--- src/ucpc_pkg.sv ---
// package for the dual-channel pin control block
// assumes one clock domain and a simple strobe register port
package ucpc_pkg;
    // register offsets per channel (word index, channel b adds stride)
    localparam logic [3:0] UCPC_OFF_MCTL = 4'h0;
    localparam logic [3:0] UCPC_OFF_MSTAT = 4'h1;
    localparam logic [3:0] UCPC_OFF_IRQ_EN = 4'h2;
    localparam logic [3:0] UCPC_OFF_IST = 4'h3;
    localparam logic [3:0] UCPC_OFF_IMSK = 4'h4;
    localparam logic [3:0] UCPC_OFF_FST = 4'h5;
    localparam logic [3:0] UCPC_CH_STRIDE = 4'h8;
    // modem control fields
    localparam int UCPC_MCTL_DTR = 0;
    localparam int UCPC_MCTL_RTS = 1;
    localparam int UCPC_MCTL_OUT2 = 3;
    // modem status fields
    localparam int UCPC_MSTAT_CTS = 4;
    localparam int UCPC_MSTAT_DSR = 5;
    localparam int UCPC_MSTAT_RI = 6;
    localparam int UCPC_MSTAT_CD = 7;
    // reset values
    localparam logic [7:0] UCPC_MCTL_RST = 8'h00;
    localparam logic [7:0] UCPC_IRQ_EN_RST = 8'h00;
    localparam logic [7:0] UCPC_IMSK_RST = 8'h00;
    // status event bits: 0 rx ready, 1 tx ready, 2 modem change
    localparam int UCPC_EV_RX = 0;
    localparam int UCPC_EV_TX = 1;
    localparam int UCPC_EV_MDM = 2;
endpackage

--- src/ucpc_top.sv ---
// dual-channel modem pin, dma ready and interrupt control
// assumes fifo levels come from same-clock logic, modem pins are async
//
// Local design decisions: the register addresses and the plain strobed port.
`timescale 1ns/1ns
`default_nettype none

// What this block does
// - control bit3 set: irq driven, user out low
// - control bit3 clear: irq tristate, user out high
// - reset active high clears registers, sets outputs to idle levels
// - during reset tx disabled, rx ignored
// - rx ready low when characters reach trigger
// - rx ready high when empty/below trigger
// - tx ready low when a slot free
// - tx ready high when tx full
// - ready pins serve dma mode 0, 1
// - control bit0 one drives terminal ready low
// - cts reported in status bit4 and in the modem change event
// - each channel has independent pin state
// - control bit1 one drives rts low
// - irq needs bit3, enable, and condition
module ucpc_top
    import ucpc_pkg::*;
#(
    parameter int FIFO_DEPTH = 16
) (
    // clock and reset
    input wire logic i_clock,
    input wire logic i_rst_n,
    input wire logic i_reset_pin,
    // register port
    input wire logic [3:0] i_addr,
    input wire logic [7:0] i_wdata,
    input wire logic i_wr,
    input wire logic i_rd,
    output logic [7:0] o_rdata,
    // fifo status from datapath, per channel
    input wire logic [9:0] i_rx_count,
    input wire logic [9:0] i_tx_count,
    input wire logic [9:0] i_rx_trigger,
    input wire logic [1:0] i_rx_line_err,
    input wire logic [1:0] i_tx_serial,
    input wire logic [1:0] i_rx_serial_pin,
    // modem inputs, active low, async
    input wire logic [1:0] i_cts_n,
    input wire logic [1:0] i_dsr_n,
    input wire logic [1:0] i_ri_n,
    input wire logic [1:0] i_carrier_detect_in_n,
    // modem and pin outputs
    output logic [1:0] o_dtr_n,
    output logic [1:0] o_rts_n,
    output logic [1:0] o_user_output_two_n,
    output logic [1:0] o_irq,
    output logic [1:0] o_irq_oe,
    output logic [1:0] o_rx_ready_n,
    output logic [1:0] o_tx_ready_n,
    output logic [1:0] o_tx_pin,
    output logic [1:0] o_rx_serial,
    output logic o_int
);
    initial begin
        // level fields are five bits wide per channel
        if (FIFO_DEPTH < 1 || FIFO_DEPTH > 31) begin
            $error("FIFO_DEPTH out of range");
        end
    end

    // which channel and offset an address hits
    function automatic logic hit(input logic [3:0] a, input int ch, input logic [3:0] off);
        hit = (a == (off + (ch == 1 ? UCPC_CH_STRIDE : 4'h0)));
    endfunction

    // reset pin synchroniser, combined reset
    logic rpin_s1_ff, rpin_s2_ff;
    logic rst;
    always_ff @(posedge i_clock) begin
        if (!i_rst_n) begin
            rpin_s1_ff <= 1'b0;
            rpin_s2_ff <= 1'b0;
        end else begin
            rpin_s1_ff <= i_reset_pin;
            rpin_s2_ff <= rpin_s1_ff;
        end
    end
    assign rst = !i_rst_n || rpin_s2_ff;

    // modem input synchronisers
    logic [7:0] mdm_s1_ff, mdm_s2_ff, mdm_prev_ff;
    logic [1:0] rxs_s1_ff, rxs_s2_ff;
    always_ff @(posedge i_clock) begin
        if (!i_rst_n) begin
            mdm_s1_ff <= 8'hff;
            mdm_s2_ff <= 8'hff;
            rxs_s1_ff <= 2'h3;
            rxs_s2_ff <= 2'h3;
        end else begin
            mdm_s1_ff <= {i_carrier_detect_in_n, i_ri_n, i_dsr_n, i_cts_n};
            mdm_s2_ff <= mdm_s1_ff;
            rxs_s1_ff <= i_rx_serial_pin;
            rxs_s2_ff <= rxs_s1_ff;
        end
    end

    // per-channel registers
    logic [7:0] mctl_ff [2];
    logic [7:0] irq_en_ff [2];
    logic [7:0] imsk_ff [2];
    logic [7:0] ist_ff [2];
    logic [7:0] mstat [2];
    logic [2:0] ev [2];
    logic [1:0] rx_rdy, tx_rdy;

    for (genvar c = 0; c < 2; c++) begin : g_ch
        // status view of modem pins, true polarity; cts also feeds the modem change event
        always_comb begin
            mstat[c] = 8'h00;
            mstat[c][UCPC_MSTAT_CTS] = !mdm_s2_ff[c];
            mstat[c][UCPC_MSTAT_DSR] = !mdm_s2_ff[2 + c];
            mstat[c][UCPC_MSTAT_RI] = !mdm_s2_ff[4 + c];
            mstat[c][UCPC_MSTAT_CD] = !mdm_s2_ff[6 + c];
        end
        // ready conditions
        assign rx_rdy[c] = (i_rx_count[5*c +: 5] != 5'h0_0) &&
            (i_rx_count[5*c +: 5] >= i_rx_trigger[5*c +: 5]);
        assign tx_rdy[c] = i_tx_count[5*c +: 5] < 5'(FIFO_DEPTH);
        // interrupt conditions
        assign ev[c][UCPC_EV_RX] = rx_rdy[c] || i_rx_line_err[c];
        assign ev[c][UCPC_EV_TX] = tx_rdy[c];
        assign ev[c][UCPC_EV_MDM] = mdm_prev_ff[c] != mdm_s2_ff[c] || mdm_prev_ff[2+c] != mdm_s2_ff[2+c] ||
            (mdm_s2_ff[4+c] && !mdm_prev_ff[4+c]) || mdm_prev_ff[6+c] != mdm_s2_ff[6+c];

        // modem control, irq enable and interrupt mask registers
        always_ff @(posedge i_clock) begin
            if (rst) begin
                mctl_ff[c] <= UCPC_MCTL_RST;
                irq_en_ff[c] <= UCPC_IRQ_EN_RST;
                imsk_ff[c] <= UCPC_IMSK_RST;
            end else if (i_wr) begin
                if (hit(i_addr, c, UCPC_OFF_MCTL)) mctl_ff[c] <= i_wdata;
                if (hit(i_addr, c, UCPC_OFF_IRQ_EN)) irq_en_ff[c] <= i_wdata;
                if (hit(i_addr, c, UCPC_OFF_IMSK)) imsk_ff[c] <= i_wdata;
            end
        end

        // sticky status, set wins over read clear
        always_ff @(posedge i_clock) begin
            if (rst) begin
                ist_ff[c] <= 8'h00;
            end else begin
                ist_ff[c] <= ((i_rd && hit(i_addr, c, UCPC_OFF_IST)) ? 8'h00 : ist_ff[c]) |
                    {5'h0_0, ev[c]}; // events latch regardless of enables
            end
        end

        // pin outputs
        always_ff @(posedge i_clock) begin
            if (rst) begin
                o_dtr_n[c] <= 1'b1;
                o_rts_n[c] <= 1'b1;
                o_user_output_two_n[c] <= 1'b1;
                o_irq[c] <= 1'b0;
                o_irq_oe[c] <= 1'b0;
                o_rx_ready_n[c] <= 1'b1;
                o_tx_ready_n[c] <= 1'b1;
                o_tx_pin[c] <= 1'b1;
                o_rx_serial[c] <= 1'b1;
            end else begin
                o_dtr_n[c] <= !mctl_ff[c][UCPC_MCTL_DTR];
                o_rts_n[c] <= !mctl_ff[c][UCPC_MCTL_RTS];
                o_user_output_two_n[c] <= !mctl_ff[c][UCPC_MCTL_OUT2];
                o_irq_oe[c] <= mctl_ff[c][UCPC_MCTL_OUT2];
                o_irq[c] <= mctl_ff[c][UCPC_MCTL_OUT2] && |(ev[c] & irq_en_ff[c][2:0]);
                o_rx_ready_n[c] <= !rx_rdy[c];
                o_tx_ready_n[c] <= !tx_rdy[c];
                o_tx_pin[c] <= i_tx_serial[c];
                o_rx_serial[c] <= rxs_s2_ff[c];
            end
        end
    end

    // previous modem sample for change detection
    always_ff @(posedge i_clock) begin
        if (rst) begin
            mdm_prev_ff <= 8'hff;
        end else begin
            mdm_prev_ff <= mdm_s2_ff;
        end
    end

    // read data one cycle after strobe
    always_ff @(posedge i_clock) begin
        if (rst) begin
            o_rdata <= 8'h00;
        end else if (i_rd) begin
            o_rdata <= 8'h00;
            for (int c = 0; c < 2; c++) begin
                if (hit(i_addr, c, UCPC_OFF_MCTL)) o_rdata <= mctl_ff[c];
                if (hit(i_addr, c, UCPC_OFF_MSTAT)) o_rdata <= mstat[c];
                if (hit(i_addr, c, UCPC_OFF_IRQ_EN)) o_rdata <= irq_en_ff[c];
                if (hit(i_addr, c, UCPC_OFF_IST)) o_rdata <= ist_ff[c];
                if (hit(i_addr, c, UCPC_OFF_IMSK)) o_rdata <= imsk_ff[c];
                if (hit(i_addr, c, UCPC_OFF_FST)) o_rdata <= {6'h0_0, tx_rdy[c], rx_rdy[c]};
            end
        end else begin
            o_rdata <= 8'h00;
        end
    end

    // combined level interrupt
    always_ff @(posedge i_clock) begin
        if (rst) begin
            o_int <= 1'b0;
        end else begin
            o_int <= |(ist_ff[0] & imsk_ff[0]) || |(ist_ff[1] & imsk_ff[1]);
        end
    end
endmodule

`default_nettype wire
--- config.mk ---
export PLATFORM = sky130hd
export DESIGN_NAME = ucpc_top
export DESIGN_NICKNAME = d
export VERILOG_FILES = /design/src/ucpc_pkg.sv /design/src/ucpc_top.sv
export SDC_FILE = /design/constraint.sdc
export NUM_CORES = 1
export LEC_CHECK = 0
export ABC_AREA = 1
export BUFFER_PORTS_ARGS = -buffer_cell sky130_fd_sc_hd__buf_2
export CAP_MARGIN = 0
export CORE_ASPECT_RATIO = 1.4
export CORE_MARGIN = 10
export CORE_UTILIZATION = 40
export CTS_CLUSTER_SIZE = 30
export DETAILED_ROUTE_END_ITERATION = 8
export GPL_ROUTABILITY_DRIVEN = 0
export PLACE_DENSITY = 0.67
export SYNTH_ARGS = -nofsm -noshare
export SYNTH_HDL_FRONTEND = slang
export SYNTH_SLANG_ARGS = --single-unit
export TNS_END_PERCENT = 10
--- constraint.sdc ---
create_clock -name i_clock -period 2.8 [get_ports i_clock]
set_input_delay 0.28 -clock i_clock [delete_from_list [all_inputs] [get_ports i_clock]]
set_output_delay 0.28 -clock i_clock [all_outputs]
set_load 0.05 [all_outputs]
=== Word-level counts from Yosys, hierarchy flattened ===
Memories as Yosys holds them, arrays and structs flattened.
Index checks and enable logic that the tools add are counted.

* Register bits: 57
* RAM bits: 64
* Bits of input ports: 61
* Output and inout bits: 27
* Logic and storage cells: 165
* Memories kept: 4

* Order comparisons: 4
* Equality and inequality tests: 17
* Multiplexer cells: 49
* Bitwise logic cells: 15
* Reduce and logical (&&, ||, !) cells: 48

{| class="wikitable"
|+ Memory list
! name !! words !! bits a word !! rd ports !! clocked after Yosys merged registers in !! wr ports !! line !! source
|-
| imsk_ff || 2 || 8 || 2 || 0 || 2 || ucpc_top.sv:108 || <nowiki>logic [7:0] imsk_ff [2];</nowiki>
|-
| irq_en_ff || 2 || 8 || 2 || 0 || 2 || ucpc_top.sv:107 || <nowiki>logic [7:0] irq_en_ff [2];</nowiki>
|-
| ist_ff || 2 || 8 || 2 || 0 || 2 || ucpc_top.sv:109 || <nowiki>logic [7:0] ist_ff [2];</nowiki>
|-
| mctl_ff || 2 || 8 || 2 || 0 || 2 || ucpc_top.sv:106 || <nowiki>logic [7:0] mctl_ff [2];</nowiki>
|}

{| class="wikitable"
|+ Operator list
! operator !! number
|-
| 8-bit 2-to-1 mux || 21
|-
| 1-bit 2-to-1 mux || 27
|-
| 4-bit equality test, second input constant || 6
|-
| 1-bit logical NOT || 21
|-
| 8-bit bitwise AND || 2
|-
| 8-bit by 3-bit bitwise OR with 8-bit output || 2
|-
| 8-bit OR reduction || 2
|-
| 5-bit >= comparator || 2
|-
| 1-bit logical OR || 10
|-
| 5-bit < comparator, second input constant || 2
|-
| 5-bit nonzero test || 2
|-
| 3-bit OR reduction || 3
|-
| 4-bit by 2-bit equality test with 1-bit output, second input constant || 2
|-
| 4-bit by 3-bit equality test with 1-bit output, second input constant || 2
|-
| 1-bit logical AND || 8
|-
| 1-bit bitwise OR || 8
|-
| 3-bit bitwise AND || 2
|-
| 1-bit inequality test || 6
|-
| 4-bit by 1-bit equality test with 1-bit output, second input constant || 1
|-
| 4-bit logical NOT || 1
|-
| 2-bit 2-to-1 mux || 1
|-
| 2-bit OR reduction || 1
|-
| 1-bit inverter || 1
|}

=== Logic depth before layout (Yosys ltp) ===
* Depth after elaboration: 13
* Gate-level depth with buffers: 12
* Gate-level depth less buffers: 12

=== Worst setup path before layout ===
No wires, ideal clock.

* Path kind: input to register
* From: input port i_rx_trigger[9]
* To: memory ist_ff[1][0]
* Data arrival time: 1366 ps
* Data required time: 2744 ps
* Setup slack: 1378 ps
* Stages on the path: 9
* Path buffers: 0
* Cell sequence: inv_1 -> ha_1 -> nand2_1 -> o2111ai_1 -> nand2_1 -> nand2_1 -> a21oi_1 -> or2_2 -> inv_1

{| class="wikitable"
|+ RTL lines
! element !! line !! source
|-
| start, declared || ucpc_top.sv:41 || <nowiki>input wire logic [9:0] i_rx_trigger,</nowiki>
|-
| end, declared || ucpc_top.sv:109 ||
|}

==> qor.yml <==
timing:
  fin_crit_ps: 1579
  finalHoldViolCount: 0
  rsz0062_at_grt: "false"
  hold_slack_ps: 111.2
  finClkSkew_ps: 8.871
  maxSlewHeadroom_pct: 69.05
  fmax_mhz: 633.5
  tightest_slew_ps: 463.7
  setup_viol: 0
  tns_ps: 0
  fin_crit_sh_pct: 56.38
  slew_violations: 0
power_and_ir_drop:
  p_seq_share_pct: 52.3
  p_leak_nw: 2.544
  peakVddDrop_uv: 326.3
  p_int_mw: 2.584
  clkPwrFrac_pct: 37.6
  p_switching_mw: 0.8338
  p_sw_share_pct: 24.39
  p_comb_share_pct: 10.2
  cellPowerDensity_mw_per_mm2: 629.3
floorplan:
  pin_count: 88
  core_area_mm2: 0.01122
  start_util_pct: 40.58
  die_h_um: 146.3
  die_area_mm2: 0.01611
  die_w_um: 110.2
  fp-row-count: 46
placement:
  placed_cells: 716
  placed_area_mm2: 0.005122
  io_buffers: 79
  dp.final_hpwl_um: 8301
cts:
  h-tree-depth: 3
  post_cts_buffers: 0
  cts_made_buffers: 9
  clk_transition_reported_paths_ps: 70
  clk_latency_ps: 350
  clk_path_buf_depth: 2
  cts_tree: "yes"
  root_buffer: "clkbuf_16"
  clock_sinks: 111
  postCtsHoldBufs: 0
  ctsResizeCount: 0
drt:
  drt_iter0_drc: 245
  ant_nets: 0
  via_count: 3612
  dr.pass1.iters: 5
  drc_errors: 0
  wirelength_um: 10730
  routedWlPerCell_um: 14.66
  viasPerCell: 4.934
setup_path:
  worst-path-max-fanout: 19
  cp_data_arrival_time_ps: 1780
  crit_path_end_kind: "flop"
  start_kind: "flop"
  critPathRequiredTime_ps: 3000
  worstSetupPathType: "flop to flop"
  rrSetupSlack_ps: 1220
global_route:
  grt_max_degree: 22
  grt_pass1_vias: 3771
  grt_pass1_wl_um: 17190
  antenna_found_initial: 1
  grt.overflow.total: 0
  grtUsageTotal_pct: 13.71
synth:
  ys_warn_count: 0
  yosysUniqueCellTypes: 33
  synthDominantCellAreaShare_pct: 31.65
  ys_top_cells_by_count: "nand2_1, nor2_1, dfxtp_1"
  synth-async-reset-ratio_pct: 0
  netlist_area_mm2: 0.004554
  synth_area_leaders: "edfxtp_1, dfxtp_1, nand2_1"
  avgSynthCellArea_um2: 9.164
  yosysSeqAreaShare_pct: 59.34
  ys.flop_type: "dfxtp_1"
  synthCells: 497
  synth.most_common_cell: "nand2_1"
  synth_nets: 568
  ys_ff_latch: 111
  synth_edf_count: 48
  yosysTopAreaCell: "edfxtp_1"
finish:
  drive_above_1_share_pct: 25.51
  fill_cells: 1055
  nNetsFinal: 654
  final_cell_area_mm2: 0.005431
  area_growth_pct: 19.26
  antenna_cells: 0
  layout.cells.non_filler: 732
min_path:
  worst_hold_path_type: "primary input to flop"
run_status:
  outcome: "finished, final reports clean"
run:
  drv_cap: 0
final timing paths:
check,from,endpoint,cells after the start
hold reg to reg,mdm_s1_ff[0]$_SDFF_PN1_,mdm_s2_ff[0]$_SDFF_PN1_,1
setup reg to reg,rpin_s2_ff$_SDFF_PN0_,irq_en_ff[0][1]$_SDFFCE_PN0P_,5
setup / recovery,rpin_s2_ff$_SDFF_PN0_,irq_en_ff[0][1]$_SDFFCE_PN0P_,5
hold / removal,i_cts_n[1],mdm_s1_ff[1]$_SDFF_PN1_,2
metal layers:
metal | wire length [um] | global-route usage, %
met1 | 3783 | 13.03
met2 | 5600 | 24.44
met3 | 835 | 4.405
met4 | 496 | 8.312
met5 | 13 | 0
sequential cells by signal, indices dropped and copies added, names as in the netlist, 6 cells and up:
name         flops
imsk_ff         16
irq_en_ff       16
mctl_ff         16
mdm_prev_ff      8
mdm_s1_ff        8
mdm_s2_ff        8
o_rdata          8
ist_ff           6
power by group through the flow:
stage / Clock, mW / Sequential, mW / Combinational, mW
2_1_floorplan: 0 / 1.87 / 0.171
3_3_place_gp: 0 / 1.82 / 0.336
3_5_place_dp: 0 / 1.82 / 0.348
4_1_cts: 1.31 / 1.79 / 0.350
5_1_grt: 1.38 / 1.79 / 0.386
6_report: 1.28 / 1.79 / 0.347
cell usage in the layout, fill, tap and decap left out, types with 2 or more instances in the layout:
master	count
buf_4	3
nand2_1	108
nand3_1	18
nand3_2	2
nand2_2	3
dfxtp_1	63
nor2_1	75
inv_2	6
a31oi_1	2
or2_2	31
o21ai_0	6
nor2_2	3
clkbuf_16	11
ha_1	10
o21ai_1	4
nor3_1	2
o211ai_1	5
a21oi_1	15
o22ai_1	6
nor2_4	4
nand4_1	11
inv_6	2
inv_1	58
xnor2_1	2
buf_2	79
edfxtp_1	48
kinds of logic after synthesis:
family	share of synthesized area, %
and+or+nand+nor	25.91
DFF	59.34
buffers and inverters	5.934
AOI/OAI and AO/OA	5.687
adders and majority gates	2.747
xor gates and xnor gates	0.3847
critical path, cell delays in order, from the launching register on:
cell     delay, ps
dfxtp_1        310
nor2_2          90
buf_4          270
buf_4          270
nand3_1        290
nor2_1         200
final cells by class:
class / count / area [um^2] / share of cell area [%]
Clock inverter: 4 / 30.03 / 0.5529
Clock buffer: 12 / 279.0 / 5.137
Tap cell: 144 / 180.2 / 3.317
Timing Repair Buffer: 82 / 417.9 / 7.694
Inverter: 64 / 240.2 / 4.423
Multi-Input combinational cell: 315 / 1582 / 29.12
Sequential cell: 111 / 2703 / 49.76
metrics by stage:
stage,worst slack [ps],power [mW],util [%]
after floorplan,1378,2.041,-
after global placement,965.4,2.156,45.64
after detailed placement,884.4,2.170,45.64
after CTS,1217,3.447,48.39
after global routing,1049,3.558,48.39
final,1221,3.418,48.39
Note: power is estimated with default switching activity, not from simulation.
